==> src/fsrl_pkg.sv <==
// constants, types and command tables for the flash programming controller
package fsrl_pkg;

  localparam int ADDR_W = 18;
  localparam int DATA_W = 16;

  localparam int CLK_PERIOD_NS  = 20;
  localparam int T_WR_SETUP_NS  = 40;
  localparam int T_WE_PULSE_NS  = 100;
  localparam int T_WR_HOLD_NS   = 40;
  localparam int T_RD_ACCESS_NS = 120;
  localparam int SYNC_DEPTH     = 2;

  // least times round up, never below one cycle
  function automatic int ceil_cyc(input int ns);
    int c;
    c = (ns + CLK_PERIOD_NS - 1) / CLK_PERIOD_NS;
    return (c < 1) ? 1 : c;
  endfunction : ceil_cyc

  localparam logic [7:0] WR_SETUP_CYC = 8'(ceil_cyc(T_WR_SETUP_NS));
  localparam logic [7:0] WE_PULSE_CYC = 8'(ceil_cyc(T_WE_PULSE_NS));
  localparam logic [7:0] WR_HOLD_CYC  = 8'(ceil_cyc(T_WR_HOLD_NS));
  localparam logic [7:0] RD_WAIT_CYC  = 8'(ceil_cyc(T_RD_ACCESS_NS) + SYNC_DEPTH);

  localparam logic [15:0] ADR_UNLOCK1 = 16'h5555;
  localparam logic [15:0] ADR_UNLOCK2 = 16'haaaa;
  localparam logic [15:0] ADR_SECURE  = 16'h0000;

  localparam logic [15:0] D_UNLOCK1     = 16'h00aa;
  localparam logic [15:0] D_UNLOCK2     = 16'h0055;
  localparam logic [15:0] D_READ_RESET  = 16'h00f0;
  localparam logic [15:0] D_PROGRAM     = 16'h00a0;
  localparam logic [15:0] D_ERASE_SETUP = 16'h0080;
  localparam logic [15:0] D_CHIP_ERASE  = 16'h0010;
  localparam logic [15:0] D_BLOCK_ERASE = 16'h0030;
  localparam logic [15:0] D_SECURE_ON   = 16'h0098;
  localparam logic [15:0] D_LOCKED_READ = 16'h0098;

  localparam int POLL_BIT   = 7;
  localparam int LIMIT_BIT  = 5;
  localparam int WINDOW_BIT = 3;
  localparam logic POLL_ERASE_DONE = 1'b1;

  localparam logic [2:0] STEP_FIRST = 3'h0;
  localparam logic [2:0] STEP_U2    = 3'h1;
  localparam logic [2:0] STEP_CMD   = 3'h2;
  localparam logic [2:0] STEP_ARG   = 3'h3;
  localparam logic [2:0] STEP_U4    = 3'h4;
  localparam logic [2:0] LEN_RESET  = 3'h1;
  localparam logic [2:0] LEN_SHORT  = 3'h4;
  localparam logic [2:0] LEN_LONG   = 3'h6;

  typedef enum logic [2:0] {
    OP_READ        = 3'h0,
    OP_RESET       = 3'h1,
    OP_PROGRAM     = 3'h2,
    OP_CHIP_ERASE  = 3'h3,
    OP_BLOCK_ERASE = 3'h4,
    OP_ERASE_WAIT  = 3'h5,
    OP_LOCK        = 3'h6,
    OP_UNLOCK      = 3'h7
  } fsrl_op_t;

  typedef struct packed {
    fsrl_op_t          op;
    logic [ADDR_W-1:0] addr;
    logic [DATA_W-1:0] data;
  } fsrl_cmd_t;

  typedef struct packed {
    logic [ADDR_W-1:0] addr;
    logic [DATA_W-1:0] data;
  } fsrl_word_t;

  typedef struct packed {
    logic failed;
    logic maybe_rejected;
    logic locked;
    logic window_closed;
    logic rdy_timeout;
  } fsrl_status_t;

  function automatic logic [2:0] seq_len(input fsrl_op_t op);
    case (op)
      OP_RESET:            return LEN_RESET;
      OP_PROGRAM, OP_LOCK: return LEN_SHORT;
      default:             return LEN_LONG;
    endcase
  endfunction : seq_len

  function automatic fsrl_word_t seq_word(input fsrl_op_t op, input logic [2:0] idx,
                                          input logic [ADDR_W-1:0] a,
                                          input logic [DATA_W-1:0] d);
    fsrl_word_t w;
    w.addr = ADDR_W'(ADR_UNLOCK1);
    w.data = D_UNLOCK1;
    case (idx)
      STEP_FIRST:
        if (op == OP_RESET)
        begin
          w.addr = ADDR_W'(ADR_SECURE);
          w.data = D_READ_RESET;
        end
      STEP_U2, STEP_U4:
      begin
        w.addr = ADDR_W'(ADR_UNLOCK2);
        w.data = D_UNLOCK2;
      end
      STEP_CMD:
        w.data = (op == OP_PROGRAM || op == OP_LOCK) ? D_PROGRAM : D_ERASE_SETUP;
      STEP_ARG:
        if (op == OP_PROGRAM)
        begin
          w.addr = a;
          w.data = d;
        end
        else if (op == OP_LOCK)
        begin
          w.addr = ADDR_W'(ADR_SECURE);
          w.data = D_SECURE_ON;
        end
      default:
        if (op == OP_BLOCK_ERASE)
        begin
          w.addr = a;
          w.data = D_BLOCK_ERASE;
        end
        else
          w.data = D_CHIP_ERASE;
    endcase
    return w;
  endfunction : seq_word

endpackage : fsrl_pkg

==> src/fsrl_host.sv <==
// programming-equipment controller: command sequences, status polling, readout lock
// Overview of operation
// RULE1 - status is read with an ordinary read cycle, chip select and output enable low
// RULE2 - ready/busy is trusted only after the last write strobe of a sequence rises
// RULE3 - a finished program or erase returns the flash to array read by itself
// RULE4 - program polling: poll bit shows complement of written data until done
// RULE5 - erase polling: poll bit reads 0 while erasing and 1 when finished
// RULE6 - poll bit freezes on failure, so it is judged together with time-limit bit
// RULE7 - poll at the programmed address or inside an erased unprotected block
// RULE8 - poll bit may change during a read, so it is not trusted within one read
// RULE9 - time-limit bit is 0 in normal progress and 1 once the limit is passed
// RULE10 - programming a 1 over a 0 halts and later sets the time-limit bit
// RULE11 - after a failure the flash stays busy until a read/reset command is written
// RULE12 - erase window opens at the sixth write strobe; window bit then goes 0 to 1
// RULE13 - while window bit is 0, more block erase sequences are taken and restart it
// RULE14 - read window bit before and after each added block erase; 1 after means rejected
// RULE15 - ready/busy pin is 0 while busy and 1 when a new command may follow
// RULE16 - ready/busy stays 0 after failure; commands written while it is 0 are ignored
// RULE17 - with readout locked every read returns 0x0098
// RULE18 - lock: security pin high, 0x0098 at address 0x0000 in the fourth cycle
// RULE19 - commands are ignored during lock or unlock; hardware reset aborts them
// RULE20 - security pin stays constant for the whole lock or unlock algorithm
// RULE21 - unlock wipes the whole array then clears the lock bit
// RULE22 - a failed lock or unlock leaves the flash busy; lock stays set on wipe failure
// RULE23 - security pin is high only for the lock and unlock sequences
// RULE24 - command data halfwords carry 0x00 in the upper byte
`timescale 1ns/1ps
module fsrl_host
  import fsrl_pkg::*;
#(
  parameter logic [31:0] POLL_LIMIT = 32'd1000000,
  parameter logic [31:0] RDY_LIMIT  = 32'd1000000
) (
  input  wire logic              REF_CLK,     // 50 MHz system clock
  input  wire logic              RESET,       // synchronous reset, high
  input  wire logic              CLK_EN,      // freezes all state while low
  input  wire logic              CMD_VALID,   // user command request
  output logic                   CMD_READY,   // controller idle
  input  wire fsrl_cmd_t         CMD,         // user command
  output logic                   RSP_VALID,   // one-cycle completion pulse
  output logic      [DATA_W-1:0] RSP_DATA,    // last halfword read
  output fsrl_status_t           RSP_STATUS,  // outcome flags
  output logic                   FL_CE_N,     // flash chip enable, low
  output logic                   FL_OE_N,     // flash output enable, low
  output logic                   FL_WE_N,     // flash write strobe, low
  output logic                   FL_FSE,      // security enable pin
  output logic      [ADDR_W-1:0] FL_ADDR,     // flash address
  output logic      [DATA_W-1:0] FL_DQ_O,     // data driven to flash
  output logic                   FL_DQ_OE_N,  // low while driving data
  input  wire logic [DATA_W-1:0] FL_DQ_I,     // data from flash
  input  wire logic              FL_READY_BUSY_PIN   // ready/busy pin
);
  typedef enum logic [7:0] {
    ST_IDLE = 8'h01, ST_WAIT_RDY = 8'h02, ST_WR_SETUP = 8'h04, ST_WR_PULSE = 8'h08,
    ST_WR_RECOV = 8'h10, ST_RD_SETUP = 8'h20, ST_RD_SAMPLE = 8'h40, ST_RESP = 8'h80
  } fsrl_state_t;

  typedef enum logic [5:0] {
    PH_READ = 6'h01, PH_PRE = 6'h02, PH_WRITE = 6'h04,
    PH_POST = 6'h08, PH_POLL = 6'h10, PH_RECOV = 6'h20
  } fsrl_phase_t;

  fsrl_state_t       state_ff, nxt_state;
  fsrl_phase_t       ph_ff, nxt_ph;
  fsrl_cmd_t         cmd_ff, nxt_cmd;
  fsrl_status_t      status_ff, nxt_status;
  logic [2:0]        idx_ff, nxt_idx;
  logic [7:0]        cnt_ff, nxt_cnt;
  logic [31:0]       polls_ff, nxt_polls;
  logic              dq5_seen_ff, nxt_dq5_seen;
  logic              fse_ff, nxt_fse;
  logic              rsp_valid_ff, nxt_rsp_valid;
  logic [DATA_W-1:0] rsp_data_ff, nxt_rsp_data;
  logic [DATA_W-1:0] dq_s;
  logic              rdy_s;
  logic              poll_exp;
  logic              fail_now;
  fsrl_op_t          seq_op;
  fsrl_word_t        wr_word;
  logic [ADDR_W-1:0] poll_addr;

  fsrl_sync #(.W(DATA_W + 1)) u_pin_sync (
    .clk (REF_CLK),
    .rst (RESET),
    .en  (CLK_EN),
    .d   ({FL_READY_BUSY_PIN, FL_DQ_I}),
    .q   ({rdy_s, dq_s})
  );

  assign seq_op     = (nxt_ph == PH_RECOV) ? OP_RESET : nxt_cmd.op;
  assign wr_word    = seq_word(seq_op, nxt_idx, nxt_cmd.addr, nxt_cmd.data);
  // lock status reads back at the lock word address
  assign poll_addr  = (nxt_cmd.op == OP_LOCK) ? ADDR_W'(ADR_SECURE) : nxt_cmd.addr; // RULE7
  assign poll_exp   = (cmd_ff.op == OP_PROGRAM) ? cmd_ff.data[POLL_BIT] :          // RULE4
                      (cmd_ff.op == OP_LOCK) ? D_SECURE_ON[POLL_BIT] : POLL_ERASE_DONE; // RULE5
  assign CMD_READY  = (state_ff == ST_IDLE);
  assign RSP_VALID  = rsp_valid_ff;
  assign RSP_DATA   = rsp_data_ff;
  assign RSP_STATUS = status_ff;

  always_comb
  begin
    nxt_state     = state_ff;
    nxt_ph        = ph_ff;
    nxt_cmd       = cmd_ff;
    nxt_status    = status_ff;
    nxt_idx       = idx_ff;
    nxt_cnt       = cnt_ff;
    nxt_polls     = polls_ff;
    nxt_dq5_seen  = dq5_seen_ff;
    nxt_fse       = fse_ff;
    nxt_rsp_valid = 1'b0;
    nxt_rsp_data  = rsp_data_ff;
    fail_now      = 1'b0;
    case (state_ff)
      ST_IDLE:
        if (CMD_VALID)
        begin
          nxt_cmd      = CMD;
          nxt_status   = '0;
          nxt_idx      = STEP_FIRST;
          nxt_cnt      = '0;
          nxt_polls    = '0;
          nxt_dq5_seen = 1'b0;
          nxt_fse      = (CMD.op == OP_LOCK) || (CMD.op == OP_UNLOCK); // RULE23 RULE21
          nxt_state    = ST_WAIT_RDY;
          nxt_ph       = (CMD.op == OP_BLOCK_ERASE) ? PH_PRE : PH_WRITE;
          case (CMD.op)
            OP_READ:
            begin
              nxt_ph    = PH_READ;
              nxt_state = ST_RD_SETUP;
            end
            OP_ERASE_WAIT:
            begin
              nxt_ph    = PH_POLL;
              nxt_state = ST_RD_SETUP;
            end
            // read/reset must pass even though a failed flash holds busy low
            OP_RESET: nxt_state = ST_WR_SETUP; // RULE11
            default: nxt_state = ST_WAIT_RDY;
          endcase
        end
      ST_WAIT_RDY:
        if (rdy_s) // RULE16 RULE15 RULE19
        begin
          nxt_polls = '0;
          nxt_state = (ph_ff == PH_PRE) ? ST_RD_SETUP : ST_WR_SETUP;
        end
        else if (polls_ff == RDY_LIMIT)
        begin
          nxt_status.rdy_timeout = 1'b1;
          nxt_fse                = 1'b0;
          nxt_state              = ST_RESP;
        end
        else
          nxt_polls = polls_ff + 32'h1;
      ST_WR_SETUP:
        if (cnt_ff == WR_SETUP_CYC - 8'h01)
        begin
          nxt_cnt   = '0;
          nxt_state = ST_WR_PULSE;
        end
        else
          nxt_cnt = cnt_ff + 8'h01;
      ST_WR_PULSE:
        if (cnt_ff == WE_PULSE_CYC - 8'h01)
        begin
          nxt_cnt   = '0;
          nxt_state = ST_WR_RECOV;
        end
        else
          nxt_cnt = cnt_ff + 8'h01;
      ST_WR_RECOV:
        if (cnt_ff != WR_HOLD_CYC - 8'h01)
          nxt_cnt = cnt_ff + 8'h01;
        else
        begin
          nxt_cnt = '0;
          if (idx_ff != seq_len((ph_ff == PH_RECOV) ? OP_RESET : cmd_ff.op) - 3'h1)
          begin
            nxt_idx   = idx_ff + 3'h1;
            nxt_state = ST_WR_SETUP;
          end
          // status is only polled once the final strobe has risen
          else if (ph_ff == PH_RECOV || cmd_ff.op == OP_RESET) // RULE2
            nxt_state = ST_RESP;
          else
          begin
            nxt_ph    = (cmd_ff.op == OP_BLOCK_ERASE) ? PH_POST : PH_POLL; // RULE12
            nxt_state = ST_RD_SETUP;
          end
        end
      ST_RD_SETUP:
        if (cnt_ff == RD_WAIT_CYC - 8'h01) // RULE1
        begin
          nxt_cnt   = '0;
          nxt_state = ST_RD_SAMPLE;
        end
        else
          nxt_cnt = cnt_ff + 8'h01;
      ST_RD_SAMPLE:
      begin
        nxt_state = ST_RESP;
        nxt_fse   = 1'b0;
        case (ph_ff)
          PH_READ:
          begin
            nxt_rsp_data      = dq_s;
            nxt_status.locked = (dq_s == D_LOCKED_READ); // RULE17
          end
          PH_PRE:
          begin
            nxt_status.window_closed = dq_s[WINDOW_BIT]; // RULE14
            nxt_ph                   = PH_WRITE;
            nxt_state                = ST_WR_SETUP;
            nxt_fse                  = fse_ff;
          end
          PH_POST:
          begin
            nxt_rsp_data              = dq_s;
            nxt_status.maybe_rejected = dq_s[WINDOW_BIT]; // RULE13
          end
          PH_POLL:
            // device went back to array read, so data reads true
            if (dq_s[POLL_BIT] == poll_exp) // RULE3
              nxt_rsp_data = dq_s;
            // a limit seen on an earlier read needs one fresh poll bit
            else if (dq5_seen_ff || polls_ff == POLL_LIMIT) // RULE6 RULE8
            begin
              fail_now          = 1'b1;
              nxt_status.failed = 1'b1;
              nxt_rsp_data      = dq_s;
              nxt_ph            = PH_RECOV; // RULE11 RULE22
              nxt_idx           = STEP_FIRST;
              nxt_state         = ST_WR_SETUP;
            end
            else
            begin
              nxt_dq5_seen = dq_s[LIMIT_BIT]; // RULE9 RULE10
              nxt_polls    = polls_ff + 32'h1;
              nxt_fse      = fse_ff; // RULE20
              nxt_state    = ST_RD_SETUP;
            end
          default: nxt_state = ST_RESP;
        endcase
      end
      ST_RESP:
      begin
        nxt_rsp_valid = 1'b1;
        nxt_state     = ST_IDLE;
      end
      default: nxt_state = ST_IDLE;
    endcase
  end

  always_ff @(posedge REF_CLK)
  begin
    if (RESET)
    begin
      state_ff <= ST_IDLE;
      ph_ff    <= PH_WRITE;
      idx_ff   <= STEP_FIRST;
      cnt_ff   <= '0;
      polls_ff <= '0;
    end
    else if (CLK_EN)
    begin
      state_ff <= nxt_state;
      ph_ff    <= nxt_ph;
      idx_ff   <= nxt_idx;
      cnt_ff   <= nxt_cnt;
      polls_ff <= nxt_polls;
    end
  end

  always_ff @(posedge REF_CLK)
  begin
    if (RESET)
    begin
      cmd_ff       <= '0;
      status_ff    <= '0;
      dq5_seen_ff  <= 1'b0;
      rsp_valid_ff <= 1'b0;
      rsp_data_ff  <= '0;
    end
    else if (CLK_EN)
    begin
      cmd_ff       <= nxt_cmd;
      status_ff    <= nxt_status;
      dq5_seen_ff  <= nxt_dq5_seen;
      rsp_valid_ff <= nxt_rsp_valid;
      rsp_data_ff  <= nxt_rsp_data;
    end
  end

  // pins are registered from the next state so strobes never glitch
  always_ff @(posedge REF_CLK)
  begin
    if (RESET)
    begin
      FL_CE_N    <= 1'b1;
      FL_OE_N    <= 1'b1;
      FL_WE_N    <= 1'b1;
      FL_DQ_OE_N <= 1'b1;
      FL_ADDR    <= '0;
      FL_DQ_O    <= '0;
      fse_ff     <= 1'b0;
    end
    else if (CLK_EN)
    begin
      FL_CE_N    <= !(nxt_state inside {ST_WR_SETUP, ST_WR_PULSE, ST_WR_RECOV, ST_RD_SETUP});
      FL_OE_N    <= (nxt_state != ST_RD_SETUP);
      FL_WE_N    <= (nxt_state != ST_WR_PULSE);
      FL_DQ_OE_N <= !(nxt_state inside {ST_WR_SETUP, ST_WR_PULSE, ST_WR_RECOV});
      FL_ADDR    <= (nxt_state == ST_RD_SETUP) ? poll_addr : wr_word.addr;
      FL_DQ_O    <= wr_word.data; // RULE24 RULE18
      fse_ff     <= nxt_fse;
    end
  end
  assign FL_FSE = fse_ff;
endmodule : fsrl_host

==> src/fsrl_sync.sv <==
// two-stage synchroniser with clock enable for pin inputs
`timescale 1ns/1ps
module fsrl_sync #(
  parameter int W = 1
) (
  input  wire logic         clk,    // system clock
  input  wire logic         rst,    // synchronous reset, high
  input  wire logic         en,     // clock enable
  input  wire logic [W-1:0] d,      // asynchronous input
  output logic      [W-1:0] q       // synchronised output
);
  logic [W-1:0] meta_ff;

  always_ff @(posedge clk)
  begin
    if (rst)
    begin
      meta_ff <= '0;
      q       <= '0;
    end
    else if (en)
    begin
      meta_ff <= d;
      q       <= meta_ff;
    end
  end
endmodule : fsrl_sync

==> config.mk <==
export PLATFORM = sky130hd
export DESIGN_NAME = fsrl_host
export DESIGN_NICKNAME = d
export VERILOG_FILES = /design/src/fsrl_pkg.sv /design/src/fsrl_host.sv /design/src/fsrl_sync.sv
export SDC_FILE = /design/constraint.sdc
export NUM_CORES = 1
export LEC_CHECK = 0
export BUFFER_PORTS_ARGS = -buffer_cell sky130_fd_sc_hd__buf_2
export CORE_MARGIN = 4
export CORE_UTILIZATION = 40
export DETAILED_ROUTE_END_ITERATION = 8
export PLACE_DENSITY = 0.64
export REMOVE_ABC_BUFFERS = 1
export SLEW_MARGIN = 15
export SYNTH_ARGS = -nofsm -noshare
export SYNTH_HDL_FRONTEND = slang
export SYNTH_SLANG_ARGS = --single-unit
==> constraint.sdc <==
create_clock -name REF_CLK -period 3.6 [get_ports REF_CLK]
set_input_delay 0.36 -clock REF_CLK [delete_from_list [all_inputs] [get_ports REF_CLK]]
set_output_delay 0.36 -clock REF_CLK [all_outputs]
set_load 0.02 [all_outputs]
* Word level (Yosys, flattened, before mapping)
Cells that the tools add are included.
** Storage, ports and cells
- Output and inout bits :: 62
- Bits of input ports :: 58
- Register bits :: 190
- Logic and storage cells :: 211
** Operators by class
- Mux-type cells :: 91
- Eq/ne operators :: 62
- $add $sub $neg :: 4
- Reductions and logical operators :: 29
** Operators with widths (count)
- 2-to-1 mux 32 bit :: 6
- 2-to-1 mux 8 bit :: 15
- one-hot mux 32 bit (3 select lines) :: 1
- 2-to-1 mux 37 bit :: 2
- one-hot mux 18 bit (4 select lines) :: 1
- one-hot mux 16 bit (4 select lines) :: 1
- 2-to-1 mux 31 bit :: 2
- 2-to-1 mux 6 bit :: 10
- one-hot mux 8 bit (7 select lines) :: 1
- 2-to-1 mux 18 bit :: 3
- one-hot mux 8 bit (5 select lines) :: 1
- 2-to-1 mux 34 bit :: 1
- 2-to-1 mux 3 bit :: 11
- adder 32 x 1 -> 32 bit (second input constant) :: 1
- equality test 32 x 20 -> 1 bit (second input constant) :: 1
- equality test 8 x 3 -> 1 bit (second input constant) :: 4
- 2-to-1 mux 16 bit :: 2
- one-hot mux 16 bit (2 select lines) :: 1
- equality test 3 bit (second input constant) :: 10
- one-hot mux 6 bit (2 select lines) :: 2
- 2-to-1 mux 1 bit :: 19
- inequality test 2 bit (second input constant) :: 9
- one-hot mux 6 bit (3 select lines) :: 1
- equality test 16 x 8 -> 1 bit (second input constant) :: 1
- 47 further kinds :: 80

* Logic depth before layout (Yosys ltp)
Gate-level depths: netlist of the first run.
- Depth in word-level cells :: 19
- Gate-level depth with buffers :: 13
- Gate-level depth less buffers :: 11

* Cells and area by module
From an unflattened synthesis of the first run, not the netlist that was laid out.
** Unflattened totals
- Cell total of the unflattened synthesis :: 1042
- Area, all modules :: 9058.7 µm²
** Modules (own cells, without submodules)
- fsrl_host :: area an instance 7820.0 µm², times used 1, cells an instance 932, sequential area each 3123.0 µm²
- fsrl_sync :: area an instance 1238.7 µm², times used 1, cells an instance 110, sequential area each 680.7 µm²

* Least setup slack after synthesis of the first run
Ideal clock, no wire load.
- Kind :: register to register
- Start point :: register polls_ff[0]
- End point :: register FL_ADDR[0]
- Data required time :: 3466 ps
- Setup slack :: 727 ps
- Period minus slack after synthesis :: 2873 ps
- Stages on the path, launching flop included :: 13
- Buffers on the path :: 1
- Setup time :: 134 ps
- Data arrival time :: 2739 ps
- Path through :: dfxtp_1 inv_1 ha_1 nor4b_2 and4_2 a211oi_2 or3b_4 a211o_2 buf_6 mux2i_1 o21ai_1 o211ai_2 a31oi_1
** Between the ends
- Longest elaborated chain between the ends :: 13
- Elaborated cells between the ends (all ways) :: 35
- Those cells by class :: eq/ne: 11; mux: 21; reduce/logical: 3
** RTL lines
- from (decl) :: RTL line fsrl_host.sv:69 : logic [31:0] polls_ff, nxt_polls;
- from (signal assigned) :: RTL line fsrl_host.sv:273 : polls_ff <= nxt_polls;
- equality test 32 x 20 -> 1 bit * :: RTL line fsrl_host.sv:150, fsrl_host.sv:229
- logical OR 1 bit :: RTL line fsrl_host.sv:229 : else if (dq5_seen_ff || polls_ff == POLL_LIMIT)
- 2-to-1 mux 6 bit :: RTL line fsrl_host.sv:229
- 2-to-1 mux 6 bit :: RTL line fsrl_host.sv:226 : if (dq_s[POLL_BIT] == poll_exp)
- one-hot mux 6 bit (2 select lines) :: RTL line fsrl_host.sv:206 : case (ph_ff)
- one-hot mux 6 bit (3 select lines) :: RTL line fsrl_host.sv:115 : case (state_ff)
- equality test 6 bit :: RTL line fsrl_host.sv:90 : assign seq_op = (nxt_ph == PH_RECOV) ? OP_RESET : nxt_cmd.op;
- 2-to-1 mux 3 bit :: RTL line fsrl_host.sv:90
- equality test 3 bit :: RTL line fsrl_pkg.sv:118 : else if (op == OP_LOCK)
- 2-to-1 mux 31 bit :: RTL line fsrl_pkg.sv:118
- 2-to-1 mux 34 bit :: RTL line fsrl_pkg.sv:113 : if (op == OP_PROGRAM)
- one-hot mux 18 bit (4 select lines) :: RTL line fsrl_pkg.sv:98 : case (idx)
- 2-to-1 mux 18 bit * :: RTL line fsrl_host.sv:316 : FL_ADDR <= (nxt_state == ST_RD_SETUP) ? poll_addr : wr_word.addr;
- to (signal assigned) :: RTL line fsrl_host.sv:316
- to (decl) :: RTL line fsrl_host.sv:47 : output logic [ADDR_W-1:0] FL_ADDR,
Every way passes the cells marked *; elsewhere a longest branch is shown, timed or not.
A chain may end at the register's enable or synchronous reset.

* Worst setup path in the final report of the first run
- Start point :: register cmd_ff[35] in the netlist's numbering
- End point :: register FL_ADDR[10]
** Between the ends
- Longest elaborated chain between the ends :: 18
- Elaborated cells between the ends (all ways) :: 57
- Those cells by class :: add/sub: 1; eq/ne: 19; mux: 33; reduce/logical: 4
** RTL lines
- from (decl) :: RTL line fsrl_host.sv:65 : fsrl_cmd_t cmd_ff, nxt_cmd;
- from (signal assigned) :: RTL line fsrl_host.sv:289 : cmd_ff <= nxt_cmd;
- 2-to-1 mux 3 bit :: RTL line fsrl_host.sv:180 : if (idx_ff != seq_len((ph_ff == PH_RECOV) ? OP_RESET : cmd_ff.op) - 3'h1)
- equality test 3 x 2 -> 1 bit / equality test 3 bit (equally long branches) :: RTL line fsrl_pkg.sv:85 : case (op)
- OR reduction 2 bit :: RTL line fsrl_pkg.sv:85
- one-hot mux 3 bit (2 select lines) :: RTL line fsrl_pkg.sv:85
- 2-to-1 mux 3 bit :: RTL line fsrl_host.sv:175 : if (cnt_ff != WR_HOLD_CYC - 8'h01)
- 2-to-1 mux 3 bit :: RTL line fsrl_host.sv:115
- subtractor 3 x 1 -> 3 bit :: RTL line fsrl_host.sv:180
- inequality test 3 bit :: RTL line fsrl_host.sv:180
- [... 2 more ...]
- one-hot mux 6 bit (3 select lines) :: RTL line fsrl_host.sv:115
- equality test 6 bit :: RTL line fsrl_host.sv:90
- 2-to-1 mux 3 bit :: RTL line fsrl_host.sv:90
- equality test 3 bit :: RTL line fsrl_pkg.sv:118
- 2-to-1 mux 31 bit :: RTL line fsrl_pkg.sv:118
- 2-to-1 mux 34 bit :: RTL line fsrl_pkg.sv:113
- one-hot mux 18 bit (4 select lines) :: RTL line fsrl_pkg.sv:98
- 2-to-1 mux 18 bit * :: RTL line fsrl_host.sv:316
Every way passes the cells marked *; elsewhere a longest branch is shown, timed or not. The select of a mux whose other input is x is not followed.

==> results of run 1 <==
stage by stage:
stage	setup TNS, ns	std cells	utilization (%)	hold WS [ns]
4_1_cts	0	1484	47.8	0.139
2_1_floorplan	-6.36	1029	-	0.426
3_5_place_dp	0	1453	45.2	0.440
5_1_grt	0	1485	47.9	0.147
3_3_place_gp	0	1453	45.2	0.436
6_report	0	1485	47.9	0.151
logic make-up (layout without fill, tap and decap cells):
group	Yosys count	in the layout
adder cells (fa/ha/maj)	6	6
flip-flops	190	190
other	0	1
buffers and inverters	90	203
AO/OA/AOI/OAI	227	227
XOR/XNOR	31	31
multiplexers	66	66
AND/OR/NAND/NOR	481	481
where the power goes:
| group | switching, mW | leakage [nW] | total (mW) | internal [mW] |
|---|---|---|---|---|
| registers | 0.0549 | 1.55 | 2.23 | 2.18 |
| logic | 0.374 | 2.55 | 0.591 | 0.217 |
| clock network | 0.816 | 0.282 | 1.91 | 1.09 |
| total | 1.24 | 4.37 | 4.73 | 3.49 |
cell usage in the layout, fill, tap and decap left out, types with 13 or more instances in the layout:
cell       Yosys  final
clkbuf_16      0     17
buf_4          1     26
xnor2_1       15     15
a21oi_1       86     86
nor3_1        26     26
nand2_1      152    152
nor2_1       163    162
dfxtp_1      190    190
nand3_1       26     26
nand4_1       18     18
xor2_1        16     16
inv_1         27     27
or3_1         13     13
buf_2          6    117
and3_1        13     13
o21ai_0       41     41
mux2i_1       66     66
layer usage:
layer | global-route usage (%) | wire length [um] | vias up
li1 | - | - | 4054
met1 | 25.3 | 10800 | 3747
met2 | 29.6 | 10900 | 172
met3 | 5.82 | 1520 | 15
met4 | 3.98 | 181 | 2
met5 | 0 | 7 | -
cell type report:
type,count,area (um^2)
fillers,2176,11500
multi-input cells,811,4900
flip-flops and latches,190,3800
repair buffers,144,801
clock buffers,21,440
well taps,280,350
clock inverters,10,139
inverters,28,105
diodes,1,2.50
sequential cells by signal (all words and copies together), names as in the netlist, 16 cells and up:
register / count
u_pin_sync.meta_ff: 17
RSP_DATA: 16
FL_ADDR: 18
polls_ff: 32
cmd_ff: 37
FL_DQ_O: 16
u_pin_sync.q: 17
how the worst max path moves through the flow:
stage,from,cells after the start,endpoint
after floorplan,state_ff[4],8,FL_ADDR[11]
after global placement,cmd_ff[36],9,FL_ADDR[0]
after detailed placement,cmd_ff[35],9,FL_ADDR[0]
after CTS,cmd_ff[35],9,FL_ADDR[10]
after global routing,cmd_ff[35],9,FL_ADDR[14]
final,cmd_ff[35],9,FL_ADDR[10]
tightest hold or removal path, cell delays in order:
cell and delay [ns]:
buf_2 0.07, mux2i_1 0.05, nor2_1 0.07
==> results.json, run 1 <==
{
  "status": "complete, no violations",
  "netlist_area_um2": 9060,
  "synth-adder-area-share_pct": 0.828,
  "die_height_um": 159,
  "port_buffers": 119,
  "final_area_um2": 10500,
  "dpl_cell_area_um2": 9960,
  "start_util_pct": 41.1,
  "max-vdd-ir-drop_uv": 306,
  "period_share_pct": 89.4,
  "ys_seq_elements": 190,
  "ant_nets": 0,
  "synth_top_family_by_area": "simple AND/OR/NAND/NOR gates",
  "totalWireLength_mm": 23.4,
  "vias": 7990,
  "grt_pass1_vias": 7579,
  "cts_resized": 0,
  "drt-initial-drc-count": 577,
  "via_per_inst": 5.38,
  "synth_simple_gate_area_share_pct": 25.2,
  "clock_path_buffers": 2,
  "worstHoldStart": "FL_DQ_I[0]",
  "cp_cell_sequence": "nor4b_1, xnor2_1, a21oi_1, or3b_4, a221oi_4, mux2i_1, o21ai_1, o211ai_2, a31oi_1",
  "holdPathStages": 3,
  "synth_mux_area_share_pct": 7.29,
  "drc": 0,
  "power.total_mw": 4.73,
  "cts_buffers": 17,
  "crit_fanout": 8,
  "yosysMostFrequentCell": "dfxtp_1",
  "rows": 54,
  "period_needed_ns": 3.22,
  "cp.required_ns": 3.90,
  "tightest_slew_ns": 0.837,
  "final-hold-violation-count": 0,
  "clk_latency_ns": 0.44,
  "r2r_cells": 9,
  "cp.arrival_ns": 3.52,
  "antenna_found_initial": 2,
  "drive_above_1_share_pct": 17.7,
  "synth_top_area_share_pct": 42.0,
  "endpoint_kind": "flip-flop",
  "htreeDepth": 4,
  "grt_first_pass_wirelength_mm": 38.3,
  "synth_ff_type": "dfxtp_1",
  "crit_buf_inv": 0,
  "layout.nets": 1256,
  "ctsHoldBuffers": 0,
  "holdPathEnd": "u_pin_sync.meta_ff[0]",
  "cp-start-kind": "flip-flop",
  "grt_max_degree": 53,
  "synth_area_leaders": "dfxtp_1 42%, mux2i_1 7.3%, nor2_1 6.8%",
  "drt_pass1_iterations": 5,
  "synth_compound_area_share_pct": 17.7,
  "rrSetupSlack_ns": 0.38,
  "leakagePower_nw": 4.37,
  "dp_hpwl_mm": 16.5,
  "synthCells": 1091,
  "dieWidth_um": 159,
  "setup_slack_ns": 0.381,
  "timing.rr.start": "cmd_ff[35]",
  "postCtsSetupBuffers": 0,
  "place_ws_ns": 0.390,
  "clkSinkCount": 190,
  "reg2reg_to": "FL_ADDR[10]",
  "gr-total-overflow": 0,
  "wire_per_inst_um": 15.7,
  "yosysSeqAreaShare_pct": 42.0,
  "drv_slew": 0,
  "yosys-top-cells-count": "190 x dfxtp_1, 163 x nor2_1, 152 x nand2_1",
  "async_flop_share_pct": 0,
  "timing.fmax_mhz": 311,
  "tritoncts": "yes",
  "rsz0062_at_grt": "no",
  "crit_slowest_cell": "or3b_4",
  "gp_congestion": 0.856,
  "finalSetupViolCount": 0,
  "hp-class": "input port to flip-flop",
  "cts.reportedPaths.clkPinSlew_ns": 0.07,
  "grtUsageTotal_pct": 18.7,
  "area_growth_pct": 16.3,
  "yosysWarnings": 0,
  "worstSetupPathType": "flip-flop to flip-flop",
  "synth_edf_count": 0,
  "pwr_density_cell_nw_per_um2": 449,
  "ios": 120,
  "max_stage_delay_ns": 0.47,
  "fin_skew_ns": 0.0167,
  "syn_avg_cell_area_um2": 8.31,
  "worst_slew_margin_rel_pct": 43.8,
  "coreArea_um2": 22000,
  "synth_xor_xnor_area_share_pct": 3.00,
  "synth_top_area_cell": "dfxtp_1",
  "root_buffer": "clkbuf_16",
  "cap_viol_max_count": 0,
  "dieArea_um2": 25100,
  "yosysUniqueCellTypes": 82,
  "critical_path.top_delay_family": "compound AO/OA/AOI/OAI gates"
}
(Power assumes the default switching activity.)
==> run 2, diff against run 1 <==
Settings changed: CELL_PAD_IN_SITES_DETAIL_PLACEMENT from default to 1, CELL_PAD_IN_SITES_GLOBAL_PLACEMENT from default to 1, PLACE_DENSITY 0.64 to 0.8.
==> run 2 against run 1 <==
  * Sequential power barely moved
  * Sequential cell count stayed put
  * Critical endpoint is now FL_ADDR[5]
  * Via count grew 3.0%
  * Largest cell class unchanged
==> results.json, run 2 (same netlist as run 1, synthesis figures left out) <==
{
  "status": "complete, no violations",
  "max-vdd-ir-drop_uv": 274,
  "pwr_density_cell_nw_per_um2": 450,
  "clk_latency_ns": 0.45,
  "regArea_um2": 3800,
  "largest_reg_flops": 37,
  "final_core_util_pct": 47.8,
  "comb_power_share_pct": 12.8,
  "via_per_inst": 5.55,
  "clkSinkCount": 190,
  "multi_input_area_um2": 4900,
  "cp.arrival_ns": 3.69,
  "dp_hpwl_mm": 19.0,
  "wire_per_inst_um": 18.0,
  "root_buffer": "clkbuf_16",
  "tightest_slew_ns": 1.12,
  "clock_path_buffers": 2,
  "worstSetupPathType": "flip-flop to flip-flop",
  "drt-initial-drc-count": 361,
  "rows": 54,
  "fin_cells": 1484,
  "area_growth_pct": 16.2,
  "diodes": 0,
  "ant_nets": 0,
  "fin_skew_ns": 0.0220,
  "ctsHoldBuffers": 0,
  "drt_pass1_iterations": 4,
  "final_cell_mix": "190 x dfxtp_1, 162 x nor2_1, 152 x nand2_1",
  "vias": 8233,
  "nFillCells": 2680,
  "coreArea_um2": 22000,
  "grtUsageTotal_pct": 21.4,
  "hp-class": "input port to flip-flop",
  "cp-start-kind": "flip-flop",
  "placed_cells": 1452,
  "cts.reportedPaths.clkPinSlew_ns": 0.08,
  "final-hold-violation-count": 0,
  "leakagePower_nw": 4.37,
  "tns_ns": 0,
  "layout.nets": 1255,
  "cts_buffers": 17,
  "period_share_pct": 92.8,
  "worstHoldStart": "FL_DQ_I[1]",
  "drv_slew": 0,
  "top_register": "cmd_ff",
  "drive_above_1_share_pct": 18.0,
  "final_common_cell": "dfxtp_1",
  "p_int_mw": 3.34,
  "cts_resized": 0,
  "drc": 0,
  "crit_fanout": 12,
  "worst_slew_margin_rel_pct": 24.9,
  "power.total_mw": 4.74,
  "postCtsSetupBuffers": 0,
  "gr-total-overflow": 0,
  "timing.rr.start": "state_ff[4]",
  "period_needed_ns": 3.34,
  "grt_first_pass_wirelength_mm": 43.8,
  "final_area_um2": 10500,
  "dpl_cell_area_um2": 9950,
  "place_ws_ns": 0.309,
  "htreeDepth": 4,
  "grt_pass1_vias": 8627,
  "endpoint_kind": "flip-flop",
  "port_buffers": 119,
  "p_switching_mw": 1.40,
  "start_util_pct": 41.1,
  "finalSetupViolCount": 0,
  "switching_share_pct": 29.5,
  "cap_viol_max_count": 0,
  "tritoncts": "yes",
  "antenna_found_initial": 4,
  "reg_top3": "cmd_ff x37, polls_ff x32, FL_ADDR x18",
  "cp.required_ns": 3.95,
  "rsz0062_at_grt": "no",
  "dieArea_um2": 25100,
  "dieWidth_um": 159,
  "grt_max_degree": 73,
  "die_height_um": 159,
  "ios": 120,
  "p_clk_share_pct": 40.0,
  "fin_hold_ws_ns": 0.148,
  "seqPwrFrac_pct": 47.2,
  "setup_slack_ns": 0.260,
  "gp_congestion": 0.875,
  "totalWireLength_mm": 26.6,
  "startpoint": "state_ff[4]",
  "timing.fmax_mhz": 299
}
==> run 2: cell count changes in the layout (fill, tap and decap cells not counted), sizes merged <==
| cell | previous run | this run |
|---|---|---|
| bufinv | 3 | 0 |
| diode | 1 | 0 |
| buf | 144 | 143 |
| clkbuf | 21 | 18 |
| clkinv | 4 | 5 |
| inv | 30 | 36 |
==> run 2: routing by layer <==
metal / track usage, % / vias up / wire (um)
li1: - / 4032 / -
met1: 27.7 / 4013 / 12100
met2: 35.4 / 147 / 12800
met3: 5.54 / 33 / 1370
met4: 6.26 / 8 / 376
met5: 0 / - / 42
==> run 2: area by class of cell <==
class / count / share of cell area [%]
inverters: 28 / 0.998
well taps: 280 / 3.33
flip-flops and latches: 190 / 36.1
repair buffers: 143 / 7.53
clock inverters: 14 / 1.39
clock buffers: 18 / 4.17
multi-input cells: 811 / 46.5
==> run 2: critical path, stage by stage (launching register included) <==
cell and delay (ns):
dfxtp_1 0.43, nor4_4 0.43, nand3_1 0.38, a211oi_2 0.35, or3b_4 0.25, a211o_2 0.28
nand3_4 0.13, or2_4 0.30, a31o_1 0.22, buf_4 0.19, o32ai_2 0.28
==> run 2: path summary, 6_finish.rpt <==
check / depth (start not counted) / endpoint / slack, ns
hold reg to reg: 2 / FL_ADDR[17] / 0.46
setup / recovery: 10 / FL_ADDR[5] / 0.26
setup reg to reg: 10 / FL_ADDR[5] / 0.26
hold / removal: 3 / u_pin_sync.meta_ff[1] / 0.15
==> run 2: power groups by stage <==
| stage | registers, mW | logic [mW] | clock network (mW) |
|---|---|---|---|
| floorplan | 2.30 | 0.327 | 0 |
| global placement | 2.28 | 0.587 | 0 |
| detailed placement | 2.28 | 0.603 | 0 |
| CTS | 2.23 | 0.609 | 1.93 |
| global route | 2.25 | 0.668 | 2.03 |
| finish | 2.23 | 0.606 | 1.90 |
